`src/core/diotc_pkg.sv`:
```
package diotc_pkg;
	// ----------------------------------------------------------------
	// Register map (byte addresses)
	// ----------------------------------------------------------------
	localparam logic [7:0] DIOTC_DIR_OFS = 8'h00;
	localparam logic [7:0] DIOTC_OUT_OFS = 8'h04;
	localparam logic [7:0] DIOTC_IN_OFS = 8'h08;
	localparam logic [7:0] DIOTC_DRV_OFS = 8'h0C;
	localparam logic [7:0] DIOTC_FUNC_OFS = 8'h10;
	localparam logic [7:0] DIOTC_CNT_OFS = 8'h14;
	localparam logic [7:0] DIOTC_STAT_OFS = 8'h18;
	// ----------------------------------------------------------------
	// Field positions and sizes
	// ----------------------------------------------------------------
	localparam int DIOTC_WIDE_N = 8;
	localparam int DIOTC_NARROW_N = 4;
	localparam int DIOTC_LINES = 12;
	localparam int DIOTC_CNT_W = 32;
	localparam int DIOTC_DRV_WIDE_BIT = 0;
	localparam int DIOTC_DRV_NARROW_BIT = 1;
	localparam int DIOTC_FUNC_MODE_BIT = 0;
	localparam int DIOTC_FUNC_TRIG_EN_BIT = 1;
	localparam int DIOTC_FUNC_RISE_BIT = 2;
	localparam int DIOTC_FUNC_ARM_BIT = 3;
	localparam int DIOTC_FUNC_CLR_BIT = 4;
	// ----------------------------------------------------------------
	// Reset values
	// ----------------------------------------------------------------
	localparam logic [11:0] DIOTC_DIR_RST = 12'h000;
	localparam logic [11:0] DIOTC_OUT_RST = 12'h000;
	localparam logic [1:0] DIOTC_DRV_RST = 2'h0;
	localparam logic [31:0] DIOTC_CNT_RST = 32'h00000000;

	typedef enum logic [1:0] {
		DIOTC_TRIG_IDLE = 2'b00,
		DIOTC_TRIG_WAIT = 2'b01,
		DIOTC_TRIG_RUN = 2'b10
	} diotc_trig_state_t;

	typedef struct packed {
		logic counter_mode;
		logic trig_enable;
		logic rising;
	} diotc_func_t;

	typedef struct packed {
		logic rise;
		logic fall;
	} diotc_edges_t;
endpackage

```
`src/core/diotc_edge_sync.sv`:
```
`timescale 1ns/1ps
module diotc_edge_sync
	import diotc_pkg::*;
(
	input wire logic pclk,
	input wire logic presetn,
	input wire logic pin,
	output diotc_edges_t edges,
	output logic level
);
	logic meta;
	logic sync;
	logic prev;

	// Only sync reads meta; edges come from sync and prev
	always_ff @(posedge pclk or negedge presetn) begin
		if (!presetn) begin
			meta <= 1'b1;
			sync <= 1'b1;
			prev <= 1'b1;
		end else begin
			meta <= pin;
			sync <= meta;
			prev <= sync;
		end
	end

	assign edges.rise = sync & ~prev;
	assign edges.fall = ~sync & prev;
	assign level = sync;

	property p_one_fall;
		@(posedge pclk) disable iff (!presetn)
		edges.fall |=> !edges.fall;
	endproperty
	a_one_fall: assert property (p_one_fall) else $error("falling edge seen twice");
endmodule

```
`src/core/diotc_counter.sv`:
```
`timescale 1ns/1ps
module diotc_counter
	import diotc_pkg::*;
#(
	parameter int W = DIOTC_CNT_W
) (
	input wire logic pclk,
	input wire logic presetn,
	input wire logic clear,
	input wire logic inc,
	output logic [W-1:0] count
);
	logic [W-1:0] next_count;

	// Wraps naturally from all ones to zero; clear loses to nothing but reset
	assign next_count = clear ? '0 : (inc ? count + 1'b1 : count);

	always_ff @(posedge pclk or negedge presetn) begin
		if (!presetn) begin
			count <= '0;
		end else begin
			count <= next_count;
		end
	end

	property p_count_inc;
		@(posedge pclk) disable iff (!presetn)
		inc && !clear |=> count == $past(count) + 1'b1;
	endproperty
	a_count_inc: assert property (p_count_inc) else $error("counter did not step");

	property p_count_wrap;
		@(posedge pclk) disable iff (!presetn)
		inc && !clear && (&count) |=> count == '0;
	endproperty
	a_count_wrap: assert property (p_count_wrap) else $error("counter did not wrap");
endmodule

```
`src/core/diotc_top.sv`:
```
`timescale 1ns/1ps
// Overview of operation
// Twelve lines: wide port eight, narrow four
// Each line has its own direction bit
// Default output pulls low, else releases
// Per port active drive option
// Reset leaves every line undriven input
// Lines sampled and updated on software access
// Function pin is trigger or counter
// Trigger only while acquisition configured
// Start acquisition on selected edge
// Count falling edges in 32 bits
// Auxiliary supply off during suspend
// Counter wraps from all ones to zero
// Synchronise function pin before edge detection
module diotc_top
	import diotc_pkg::*;
(
	input wire logic pclk,
	input wire logic presetn,
	input wire logic psel,
	input wire logic penable,
	input wire logic pwrite,
	input wire logic [7:0] paddr,
	input wire logic [31:0] pwdata,
	output logic [31:0] prdata,
	output logic pready,
	output logic pslverr,
	input wire logic [DIOTC_WIDE_N-1:0] wide_port_lines_in,
	output logic [DIOTC_WIDE_N-1:0] wide_port_lines_out,
	output logic [DIOTC_WIDE_N-1:0] wide_port_lines_oe,
	input wire logic [DIOTC_NARROW_N-1:0] narrow_port_lines_in,
	output logic [DIOTC_NARROW_N-1:0] narrow_port_lines_out,
	output logic [DIOTC_NARROW_N-1:0] narrow_port_lines_oe,
	input wire logic trigger_counter_pin,
	input wire logic acq_configured,
	output logic acquisition_start_trigger,
	output logic acq_running,
	input wire logic usb_suspend,
	output logic aux_supply_enable
);
	// ----------------------------------------------------------------
	// Bus decode
	// ----------------------------------------------------------------
	wire bus_wr = psel & penable & pwrite;
	wire bus_rd = psel & penable & ~pwrite;
	wire hit_dir = paddr == DIOTC_DIR_OFS;
	wire hit_out = paddr == DIOTC_OUT_OFS;
	wire hit_in = paddr == DIOTC_IN_OFS;
	wire hit_drv = paddr == DIOTC_DRV_OFS;
	wire hit_func = paddr == DIOTC_FUNC_OFS;
	wire hit_cnt = paddr == DIOTC_CNT_OFS;
	wire hit_stat = paddr == DIOTC_STAT_OFS;
	wire hit_any = hit_dir | hit_out | hit_in | hit_drv | hit_func | hit_cnt | hit_stat;

	assign pready = 1'b1;
	assign pslverr = psel & penable & ~hit_any;

	// ----------------------------------------------------------------
	// Line registers
	// ----------------------------------------------------------------
	logic [DIOTC_LINES-1:0] dir;
	logic [DIOTC_LINES-1:0] out_val;
	logic [DIOTC_LINES-1:0] in_snap;
	logic [1:0] drive_mode;
	diotc_func_t func;
	logic arm_req;
	logic cnt_clear;

	wire [DIOTC_LINES-1:0] pins_in = {narrow_port_lines_in, wide_port_lines_in};

	always_ff @(posedge pclk or negedge presetn) begin
		if (!presetn) begin
			dir <= DIOTC_DIR_RST;
			out_val <= DIOTC_OUT_RST;
			drive_mode <= DIOTC_DRV_RST;
			func <= '0;
		end else if (bus_wr) begin
			if (hit_dir) dir <= pwdata[DIOTC_LINES-1:0];
			if (hit_out) out_val <= pwdata[DIOTC_LINES-1:0];
			if (hit_drv) drive_mode <= pwdata[1:0];
			if (hit_func) begin
				func.counter_mode <= pwdata[DIOTC_FUNC_MODE_BIT];
				func.trig_enable <= pwdata[DIOTC_FUNC_TRIG_EN_BIT];
				func.rising <= pwdata[DIOTC_FUNC_RISE_BIT];
			end
		end
	end

	// Inputs are captured only when software reads the input register
	always_ff @(posedge pclk or negedge presetn) begin
		if (!presetn) begin
			in_snap <= '0;
		end else if (bus_rd && hit_in) begin
			in_snap <= pins_in;
		end
	end

	assign arm_req = bus_wr & hit_func & pwdata[DIOTC_FUNC_ARM_BIT];
	assign cnt_clear = bus_wr & hit_func & pwdata[DIOTC_FUNC_CLR_BIT];

	// ----------------------------------------------------------------
	// Pin drivers
	// ----------------------------------------------------------------
	logic [DIOTC_LINES-1:0] pin_out;
	logic [DIOTC_LINES-1:0] pin_oe;

	genvar gi;
	generate
		for (gi = 0; gi < DIOTC_LINES; gi++) begin : g_line
			localparam int PORT_BIT = (gi < DIOTC_WIDE_N) ? DIOTC_DRV_WIDE_BIT
				: DIOTC_DRV_NARROW_BIT;
			wire active = drive_mode[PORT_BIT];
			// Open collector: drive only the low level, pull-up does the rest
			assign pin_out[gi] = active ? out_val[gi] : 1'b0;
			assign pin_oe[gi] = dir[gi] & (active | ~out_val[gi]);
		end
	endgenerate

	assign wide_port_lines_out = pin_out[DIOTC_WIDE_N-1:0];
	assign wide_port_lines_oe = pin_oe[DIOTC_WIDE_N-1:0];
	assign narrow_port_lines_out = pin_out[DIOTC_LINES-1:DIOTC_WIDE_N];
	assign narrow_port_lines_oe = pin_oe[DIOTC_LINES-1:DIOTC_WIDE_N];

	// ----------------------------------------------------------------
	// Function pin
	// ----------------------------------------------------------------
	diotc_edges_t fp_edges;
	logic fp_level;
	logic [DIOTC_CNT_W-1:0] count;

	diotc_edge_sync u_sync (
		.pclk(pclk),
		.presetn(presetn),
		.pin(trigger_counter_pin),
		.edges(fp_edges),
		.level(fp_level)
	);

	wire cnt_inc = func.counter_mode & fp_edges.fall;

	diotc_counter #(.W(DIOTC_CNT_W)) u_cnt (
		.pclk(pclk),
		.presetn(presetn),
		.clear(cnt_clear),
		.inc(cnt_inc),
		.count(count)
	);

	// ----------------------------------------------------------------
	// Start trigger sequencing
	// ----------------------------------------------------------------
	diotc_trig_state_t state;
	diotc_trig_state_t next_state;
	wire trig_ok = ~func.counter_mode & func.trig_enable & acq_configured;
	wire sel_edge = func.rising ? fp_edges.rise : fp_edges.fall;

	always_comb begin
		next_state = state;
		case (state)
			DIOTC_TRIG_IDLE: begin
				if (arm_req && acq_configured) begin
					next_state = trig_ok ? DIOTC_TRIG_WAIT : DIOTC_TRIG_RUN;
				end
			end
			DIOTC_TRIG_WAIT: begin
				if (!acq_configured) next_state = DIOTC_TRIG_IDLE;
				else if (sel_edge) next_state = DIOTC_TRIG_RUN;
			end
			DIOTC_TRIG_RUN: begin
				if (!acq_configured) next_state = DIOTC_TRIG_IDLE;
			end
			default: next_state = DIOTC_TRIG_IDLE;
		endcase
	end

	always_ff @(posedge pclk or negedge presetn) begin
		if (!presetn) begin
			state <= DIOTC_TRIG_IDLE;
			acquisition_start_trigger <= 1'b0;
		end else begin
			state <= next_state;
			acquisition_start_trigger <= (state != DIOTC_TRIG_RUN)
				&& (next_state == DIOTC_TRIG_RUN);
		end
	end

	assign acq_running = state == DIOTC_TRIG_RUN;

	// ----------------------------------------------------------------
	// Auxiliary supply
	// ----------------------------------------------------------------
	always_ff @(posedge pclk or negedge presetn) begin
		if (!presetn) begin
			aux_supply_enable <= 1'b0;
		end else begin
			aux_supply_enable <= ~usb_suspend;
		end
	end

	// ----------------------------------------------------------------
	// Read mux
	// ----------------------------------------------------------------
	wire [31:0] stat_word = {28'h0000000, fp_level, acq_running, state == DIOTC_TRIG_WAIT,
		aux_supply_enable};
	wire [31:0] rd_mux =
		hit_dir ? {20'h00000, dir} :
		hit_out ? {20'h00000, out_val} :
		hit_in ? {20'h00000, pins_in} :
		hit_drv ? {30'h00000000, drive_mode} :
		hit_func ? {29'h00000000, func.rising, func.trig_enable, func.counter_mode} :
		hit_cnt ? count :
		hit_stat ? stat_word : 32'h00000000;

	always_ff @(posedge pclk or negedge presetn) begin
		if (!presetn) begin
			prdata <= 32'h00000000;
		end else if (psel && !penable && !pwrite) begin
			prdata <= rd_mux;
		end
	end

	// ----------------------------------------------------------------
	// Checks
	// ----------------------------------------------------------------
	property p_input_undriven;
		@(posedge pclk) disable iff (!presetn)
		(dir == 12'h000) |-> (pin_oe == 12'h000);
	endproperty
	a_input_undriven: assert property (p_input_undriven) else $error("input line driven");

	property p_oc_no_high;
		@(posedge pclk) disable iff (!presetn)
		(drive_mode == 2'h0) |-> ((pin_oe & pin_out) == 12'h000);
	endproperty
	a_oc_no_high: assert property (p_oc_no_high) else $error("open collector drove high");

	property p_active_drive;
		@(posedge pclk) disable iff (!presetn)
		(drive_mode == 2'h3) |-> (pin_oe == dir) && ((pin_out & dir) == (out_val & dir));
	endproperty
	a_active_drive: assert property (p_active_drive) else $error("active drive wrong");

	property p_dir_write;
		@(posedge pclk) disable iff (!presetn)
		bus_wr && hit_dir |=> dir == $past(pwdata[DIOTC_LINES-1:0]);
	endproperty
	a_dir_write: assert property (p_dir_write) else $error("direction not stored");

	property p_trig_edge;
		@(posedge pclk) disable iff (!presetn)
		state == DIOTC_TRIG_WAIT && acq_configured && sel_edge |=> acquisition_start_trigger
			##1 !acquisition_start_trigger;
	endproperty
	a_trig_edge: assert property (p_trig_edge) else $error("trigger pulse missing");

	property p_trig_needs_acq;
		@(posedge pclk) disable iff (!presetn)
		!acq_configured |=> state != DIOTC_TRIG_WAIT;
	endproperty
	a_trig_needs_acq: assert property (p_trig_needs_acq) else $error("armed without task");

	property p_count_mode;
		@(posedge pclk) disable iff (!presetn)
		!func.counter_mode && !cnt_clear |=> count == $past(count);
	endproperty
	a_count_mode: assert property (p_count_mode) else $error("counted in trigger mode");

	property p_supply;
		@(posedge pclk) disable iff (!presetn)
		usb_suspend ##1 usb_suspend |-> !aux_supply_enable;
	endproperty
	a_supply: assert property (p_supply) else $error("supply on in suspend");

	property p_in_snap;
		@(posedge pclk) disable iff (!presetn)
		bus_rd && hit_in |=> in_snap == $past(pins_in);
	endproperty
	a_in_snap: assert property (p_in_snap) else $error("input sample lost");

	property p_hold_off;
		@(posedge pclk) disable iff (!presetn)
		state == DIOTC_TRIG_WAIT && !sel_edge |=> !acquisition_start_trigger;
	endproperty
	a_hold_off: assert property (p_hold_off) else $error("acquisition started early");

	property p_trig_single;
		@(posedge pclk) disable iff (!presetn)
		acquisition_start_trigger |=> !acquisition_start_trigger;
	endproperty
	a_trig_single: assert property (p_trig_single) else $error("start pulse too long");

	// Reset in the antecedent is sampled, unlike the disable iff; the attempt at the release edge is not judged
	property p_supply_back;
		@(posedge pclk) disable iff (!presetn)
		presetn && !usb_suspend |=> aux_supply_enable;
	endproperty
	a_supply_back: assert property (p_supply_back) else $error("supply not restored");

	c_trigger: cover property (@(posedge pclk) disable iff (!presetn)
		acquisition_start_trigger);
	c_count: cover property (@(posedge pclk) disable iff (!presetn) cnt_inc);
	c_suspend: cover property (@(posedge pclk) disable iff (!presetn)
		usb_suspend ##1 !usb_suspend);
	c_held_off: cover property (@(posedge pclk) disable iff (!presetn)
		state == DIOTC_TRIG_WAIT && !sel_edge);
	c_active: cover property (@(posedge pclk) disable iff (!presetn)
		(drive_mode == 2'h3) && (pin_oe != 12'h000));
endmodule

```
`config.mk`:
```
export PLATFORM = sky130hd
export DESIGN_NAME = diotc_top
export DESIGN_NICKNAME = d
export VERILOG_FILES = /design/src/core/diotc_pkg.sv /design/src/core/diotc_edge_sync.sv /design/src/core/diotc_counter.sv /design/src/core/diotc_top.sv
export SDC_FILE = /design/constraint.sdc
export NUM_CORES = 1
export LEC_CHECK = 0
export BUFFER_PORTS_ARGS = -buffer_cell sky130_fd_sc_hd__buf_4
export CORE_MARGIN = 4
export CORE_UTILIZATION = 58
export DETAILED_ROUTE_END_ITERATION = 8
export HOLD_SLACK_MARGIN = 0.08
export PLACE_DENSITY = 0.94
export SETUP_SLACK_MARGIN = 0.2
export SLEW_MARGIN = 20
export SYNTH_ARGS = -nofsm -noshare
export SYNTH_HDL_FRONTEND = slang
export SYNTH_SLANG_ARGS = --single-unit
```
`constraint.sdc`:
```
create_clock -name pclk -period 6.29 [get_ports pclk]
set_clock_uncertainty 0.2 [all_clocks]
set_input_delay 0.3145 -clock pclk [delete_from_list [all_inputs] [get_ports pclk]]
set_output_delay 0.3145 -clock pclk [all_outputs]
set_load 0.005 [all_outputs]
```
==> metrics.md, run 1 <==
| Metric | Value |
|---|---|
| First-pass GRT wire length | 22300 um |
| Gr usage total | 0.276 |
| Remaining Overflow, GRT | 0 |
| Core area | 0.00830 mm2 |
| Post-Layout Cell Count | 691 |
| Clock sinks | 100 |
| Post-cts sizing count | 0 |
| FF+latch count, synth | 100 |
| Relative slew slack | 0.281 |
| Top cell type by total area after synthesis | dfrtp_1 |
| Placed cells | 659 |
| Combinational Power Share | 0.152 |
| Met1 wire length | 5160 um |
| CP arrival | around 2.7 ns |
| Layout cells sized above 1 | 0.263 |
| Hpwl dp | about 8800 um |
| Clock Tree Root | clkbuf_8 |
| I/O pin count | around 120 |
| Post-route DRC | 0 |
| WL met2 | 6800 um |
| Synth Cell Area | 0.00498 mm2 |
| MaxCap Viol Count | 0 |
| Num CTS Buffers | 9 |
| Count leader, synth | dfrtp_1 |
| Total Power | 1.28 mW |
| Kind of critical path | primary input to flop |
| Rows | 33 |
| Vias per cell | 6.44 |
| Sequential share of power | 0.550 |
| Pins over their slew limit | 0 |
| Tightest Pin Transition | approximately 1.1 ns |
| Endpoint type of the worst setup path | flop |
| Clock slew at reported path FFs | 0.09 ns |
| HP Class | flop to flop |
| Die W | 101 um |
| CTS Hold Bufs | 16 |
| Syn Inst Count | roughly 480 |
| GPL Wtd Cong | 0.849 |
| Min cycle time layout | 2.69 ns |
| Number of global-route vias before repair | 4546 |
| Largest net degree at the start of global routing | 55 |
| Worst-skew pair later-pin latency | 0.37 ns |
| Synth area leaders | dfrtp_1 49%, mux2_2 6.6%, a22o_1 3.7% |
| Int Pwr | 905 uW |
| Syn. warnings | 0 |
| Synth unique cells | 53 |
| Initial antenna violation count | 0 |
| Max Used Layer | met4 |
| TritonCTS clock tree | done |
| Nets | 642 |
| PD cells | 211 mW/mm2 |
| Detail Route Antenna Nets | 0 |
| RSZ-0062 raised after global routing | false |
| Finished Cell Area | 0.00609 mm2 |
| Syn_nets | 542 |
| P_sw | 377 uW |
| DR WL/cell | slightly below 20 um |
| Status | finished clean |
| Tcrit/Tclk final | 0.427 |
| Clk buf depth | 2 |
| FMAX | 0.372 GHz |
| Inserted Diodes | 0 |
| Required @ worst endpoint | between 6 and 7 ns |
| Die area | 0.0101 mm2 |
| Placed Area | ~0.0058 mm2 |
| DRT Pass-1 Iters | 5 |
| Predominant post-synthesis flop cell | dfrtp_1 |
| PortBufs | 99 |
| Finished Core Util | 0.734 |
| CP Launch Type | primary input |
| Ys async rst share | 1.00 |
| Die height | around 100 um |
| Postcts setup bufs | 0 |
| Initial Util | 0.600 |
| Critical path fanouts, max | 26 |
| Wire length on met3 | 949 um |
| Iteration-0 DRC Markers | 317 |
| Max VDD drop | 111 uV |
| Clk pwr share | 0.299 |
| WL final | 13300 um |
| Layout area overhead | 22.2% |
| Yosys top cell area share | 0.487 |
| Syn Area/Cell | roughly 10 um2 |
| Routed vias | 4451 |
| Post-synth EDFFs | 0 |
| Top cells by count, synth | 97 x dfrtp_1, 30 x nor2_1, 29 x mux2_2, 29 x nand2_1 |
| Hold Fails Final Rpt | 0 |
| Final-report setup violation count | 0 |
| Net Sw Frac | 0.294 |
| CTS H-tree lvls | 3 |
| Leakage | between 2 and 3 nW |
| TNS Setup | 0 ns |
| Register area share after synthesis | 0.503 |
## final cells by class
class / instances / area [um2]
clock buffers: 12 / 155
clock inverters: 4 / 25.0
fillers: 544 / 2210
inverters: 22 / 82.6
multi-input cells: 330 / 2260
flip-flops and latches: 100 / 2510
well taps: 105 / 131
repair buffers: 118 / 926
## registers in the layout, summed over array words and instances, names as in the netlist
signal and flops:
u_sync.meta 1, u_sync.prev 1, prdata 32, state 2, u_sync.level 1, out_val 12, dir 12, aux_supply_enable 1
func 3, u_cnt.count 32, acquisition_start_trigger 1, drive_mode 2
## worst max-delay path, stage by stage
cell,delay [ns]
buf_4,0.12
nor4b_2,0.43
nand4_1,0.61
nor2_2,1.05
nor2_1,0.15
## routing by layer
metal  GRT usage  up-vias
li1            -     1959
met1       0.341     2215
met2       0.458      234
met3      0.0512       43
met4       0.151        0
met5           0        -
## power by group through the flow
stage                     combinational [mW]  clock [mW]  sequential [mW]
after global routing                   0.217       0.413            0.709
after global placement                 0.169           0            0.712
final                                  0.194       0.383            0.705
after floorplan                        0.116           0            0.704
after detailed placement               0.180           0            0.715
after CTS                              0.190       0.386            0.703
## worst paths after layout
kind / from / end / slack, ns / cells past startpoint
hold / removal: u_sync.meta / u_sync.level / 0.16 / 0
max in group asynchronous: presetn / prdata[2] / 4.48 / 3
min in group asynchronous: presetn / drive_mode[1] / 0.28 / 2
hold reg to reg: u_sync.meta / u_sync.level / 0.16 / 0
setup reg to reg: u_cnt.count[7] / u_cnt.count[20] / 3.80 / 4
setup / recovery: paddr[5] / u_cnt.count[10] / 3.60 / 5
## per-stage QoR
stage | worst slack [ns] | hold slack (ns)
after global routing | 3.34 | 0.169
after detailed placement | 3.26 | 0.150
final | 3.60 | 0.165
after global placement | 3.41 | 0.145
after CTS | 3.64 | 0.163
after floorplan | 4.19 | -0.181
## cells in the final DEF, fill, tap and decap left out, types with 2 or more instances in the layout
cell           Yosys  routed
buf_4              1     102
dfrtp_1           97      97
nor2_1            30      30
nand2_1           29      29
mux2_2            29      29
inv_1             21      21
a22o_1            21      21
o21ai_0           20      20
o31ai_1           20      20
a21oi_1           17      17
dlygate4sd3_1      0      16
nand2b_1          13      13
and2_1            13      13
nand4_1           12      12
nand3_1           12      12
a21boi_0          11      11
a32oi_1           11      11
clkbuf_8           0      11
or4_1              9       9
nor4_1             8       8
mux2i_1            8       8
nor2b_1            6       6
xnor2_1            6       6
xor2_1             6       6
and3_1             5       5
or3_1              5       5
nand3b_1           4       4
nor3_1             4       4
and4_1             4       4
a22oi_1            3       3
o21bai_1           3       3
dfstp_2            3       3
a21o_1             2       2
o31a_1             2       2
o22a_1             2       2
clkinv_2           0       2
clkinvlp_4         0       2
## kinds of logic after synthesis
group,synth area share
flip-flops,0.503
AND/OR/NAND/NOR,0.180
AO/OA/AOI/OAI,0.168
other,0.000752
adder cells (fa/ha/maj),0.00251
buffers and inverters,0.0427
XOR/XNOR,0.0211
multiplexers,0.0816
Power figures use the tool's default switching activity.
==> run 2, diff against run 1 <==
--- a/config.mk
+++ b/config.mk
@@ -5,12 +5,13 @@
 export SDC_FILE = /design/constraint.sdc
 export NUM_CORES = 1
 export LEC_CHECK = 0
+export ABC_AREA = 1
 export BUFFER_PORTS_ARGS = -buffer_cell sky130_fd_sc_hd__buf_4
 export CORE_MARGIN = 4
-export CORE_UTILIZATION = 58
+export CORE_UTILIZATION = 49
 export DETAILED_ROUTE_END_ITERATION = 8
 export HOLD_SLACK_MARGIN = 0.08
-export PLACE_DENSITY = 0.94
+export PLACE_DENSITY = 0.84
 export SETUP_SLACK_MARGIN = 0.2
 export SLEW_MARGIN = 20
 export SYNTH_ARGS = -nofsm -noshare
==> constraint.sdc (replaced) <==
create_clock -name pclk -period 2.4 [get_ports pclk]
set_clock_uncertainty 0.2 [all_clocks]
set_input_delay 0.12 -clock pclk [delete_from_list [all_inputs] [get_ports pclk]]
set_output_delay 0.12 -clock pclk [all_outputs]
set_load 0.005 [all_outputs]
==> run 2 against run 1 <==
  * Wire length grew 20%
  * Non-clock buffer count grew 23
  * Highest routed layer unchanged
  * Synthesized area increased by 9.5%
  * Register-to-register slack worse by 3.3 ns
  * Combinational power is 46% higher
  * Synthesized cell count up 55%
  * Critical endpoint is now state[0]
  * Largest power group unchanged
  * Clock-buffer cell count shrank 3
  * Sequential cell count unchanged
  * Sequential share of layout area shrank 4.5 points
==> metrics.md, run 2 <==
| Metric | Value |
|---|---|
| Met3 usage | 0.0440 |
| Levels on crit path | 12 |
| Top cells by count, synth | 221 x nand2_1, 97 x dfrtp_1, 91 x inv_1, 65 x o21ai_0, 56 x nor2_1 |
| CP arrival | 2.25 ns |
| Top cell type by total area after synthesis | dfrtp_1 |
| Synth area leaders | dfrtp_1 44%, nand2_1 15%, inv_1 6.3% |
| Tightest Pin Transition | ~0.63 ns |
| Max VDD drop | between 200 and 300 uV |
| Commonest non-fill, non-tap cell in the layout | nand2_1 |
| Die height | 114 um |
| Hold Fails Final Rpt | 0 |
| Syn_nets | 807 |
| Multiplexer share of the synthesized area | 0 |
| DRT Pass-1 Iters | 5 |
| Detail Route Antenna Nets | 0 |
| Hpwl dp | approximately 11000 um |
| GPL Wtd Cong | 0.913 |
| Crit path buffers/inverters | 5 |
| Worst-skew pair later-pin latency | 0.37 ns |
| Fillers | about 930 |
| Ys async rst share | 1.00 |
| FMAX | 0.466 GHz |
| GR Layer Usage met1 | 0.352 |
| Rows | 38 |
| Predominant post-synthesis flop cell | dfrtp_1 |
| Min cycle time layout | 2.14 ns |
| Leakage | 3.38 nW |
| Tcrit/Tclk final | 0.894 |
| Commonest non-fill, non-tap cells in the layout | 220 x nand2_1, 109 x buf_4, 96 x dfrtp_1 |
| Synth Area in XOR/XNOR | 0.00803 |
| Vias per cell | 5.36 |
| Status | finished clean |
| Syn. warnings | 0 |
| CTS H-tree lvls | 3 |
| Layout area overhead | 25.3% |
| Critical path fanouts, max | 7 |
| Core area | 0.0109 mm2 |
| Hold Crit Depth | 8 |
| Worst-case reg-to-reg path depth | 10 |
| MaxCap Viol Count | 0 |
| CP max stage cell | dlygate4sd3_1 |
| Num CTS Buffers | 9 |
| Postcts setup bufs | 0 |
| Met2 usage | 0.402 |
| Clk buf depth | 2 |
| I/O pin count | 121 |
| Setup ws final | 0.255 ns |
| Die area | 0.0129 mm2 |
| Nets | 935 |
| HP Class | primary input to flop |
| PD cells | 448 mW/mm2 |
| Simple-Gate Fraction of Synth Area | 0.310 |
| Syn Inst Count | 746 |
| Count leader, synth | nand2_1 |
| Initial antenna violation count | 0 |
| Adder-cell share of the synthesized area | 0.00229 |
| Final-report setup violation count | 0 |
| Initial Util | 0.501 |
| Register area share after synthesis | 0.459 |
| Clock sinks | 100 |
| PortBufs | 99 |
| Biggest regs | prdata (32), u_cnt.count (32) |
| TNS Setup | 0 ns |
| FF+latch count, synth | 100 |
| Yosys top cell area share | 0.445 |
| Relative slew slack | 0.580 |
| Clock slew at reported path FFs | 0.11 ns |
| Cell family with most CP delay | buffers and inverters |
| Pre-CTS WS | between 0.4 and 0.5 ns |
| Post-Layout Cell Count | about 1000 |
| Remaining Overflow, GRT | 0 |
| RSZ-0062 raised after global routing | true |
| Required @ worst endpoint | 2.51 ns |
| Gr usage total | 0.251 |
| TritonCTS clock tree | done |
| Placed cells | 972 |
| WL final | 16000 um |
| First-pass GRT wire length | 26200 um |
| CP Launch Type | primary input |
| Largest net degree at the start of global routing | roughly 100 |
| Max stage delay on crit path | between 0.5 and 0.6 ns |
| Synth Cell Area | approximately 0.0055 mm2 |
| CP Cell Sequence | dlygate4sd3_1, buf_4, inv_2, nand2_1, nor2_4, nand2_2, inv_2, nand2_4, nor3_4, nand4_1, o21ai_0, dlygate4sd3_1 |
| Compound-Gate Fraction of Synth Area | 0.124 |
| Endpoint type of the worst setup path | flop |
| Kind of critical path | primary input to flop |
| Syn Area/Cell | 7.31 um2 |
| Post-route DRC | 0 |
| Finished Core Util | 0.628 |
| Routed vias | 5460 |
| Inserted Diodes | 0 |
| Number of global-route vias before repair | approximately 5200 |
| Synth unique cells | 35 |
| Layout cells sized above 1 | 0.182 |
| Largest family of logic cells by synthesized area | simple AND/OR/NAND/NOR gates |
| GR peak layer | met2 |
| Die W | 114 um |
| DR WL/cell | between 15 and 20 um |
| Clock Tree Root | clkbuf_8 |
| Post-synth EDFFs | 0 |
| Iteration-0 DRC Markers | ~590 |
| Pins over their slew limit | 0 |
## run 2: worst paths after layout
kind	start	to	slack (ns)
hold reg to reg	u_sync.meta	u_sync.level	0.16
setup reg to reg	u_cnt.count[0]	u_cnt.count[30]	0.45
hold / removal	paddr[2]	prdata[1]	0.13
max in group asynchronous	presetn	prdata[9]	1.46
setup / recovery	paddr[3]	state[0]	0.26
min in group asynchronous	presetn	aux_supply_enable	0.14
## run 2: timing repair
item / 4_1_cts / 5_1_grt
endpoints found under the hold margin: 147 / 0
hold buffers: 31 / 0
setup endpoints to repair: 0 / 3
gates resized for setup: 0 / 5
## run 2: worst register-to-register path: stages, from the launching register on
cell and delay [ns]:
dfrtp_2 0.45, ha_1 0.27, nand3_1 0.17, nor2_1 0.16
nand3_1 0.15, inv_1 0.14, nand2_1 0.06, nand2_1 0.06
nand2_1 0.05, nand3_1 0.06, o21ai_0 0.08
## run 2: per-layer routing
metal,routed length (um),part of all wire
met2,7380,0.46
met3,1220,0.076
met4,339,0.021
met5,0,0
met1,7030,0.44
## run 2: through the flow
stage                     total power [mW]  hold WS, ns  instance area, um2
after global placement                2.01       0.0108                6330
final                                 3.06        0.132                6840
after global routing                  3.18        0.164                6840
after floorplan                       1.86       -0.376                5460
after detailed placement              2.02       0.0262                6330
after CTS                             3.07       0.0962                6820
## run 2: layout make-up
type                            count  area (um2)  area share
Timing Repair Buffer              141        1150       0.168
Clock inverter                      7        56.3     0.00823
Tap cell                          140         175      0.0256
Multi-Input combinational cell    520        2440       0.357
Inverter                          102         383      0.0560
Clock buffer                        9         124      0.0181
Sequential cell                   100        2510       0.367
## run 2: power by group
part / total [mW] / switching (mW) / internal (mW) / leakage, nW
Sequential: 1.75 / 0.0278 / 1.72 / 1.36
Combinational: 0.283 / 0.141 / 0.142 / 1.93
Clock: 1.03 / 0.641 / 0.393 / 0.0910
Total: 3.06 / 0.810 / 2.25 / 3.38
## run 2: cells by family (layout without fill, tap and decap cells)
group,after synthesis,after routing
xor gates and xnor gates,5,5
other,1,1
adders and majority gates,1,1
DFF,100,100
and+or+nand+nor,388,388
buffers and inverters,126,259
AOI/OAI and AO/OA,125,125
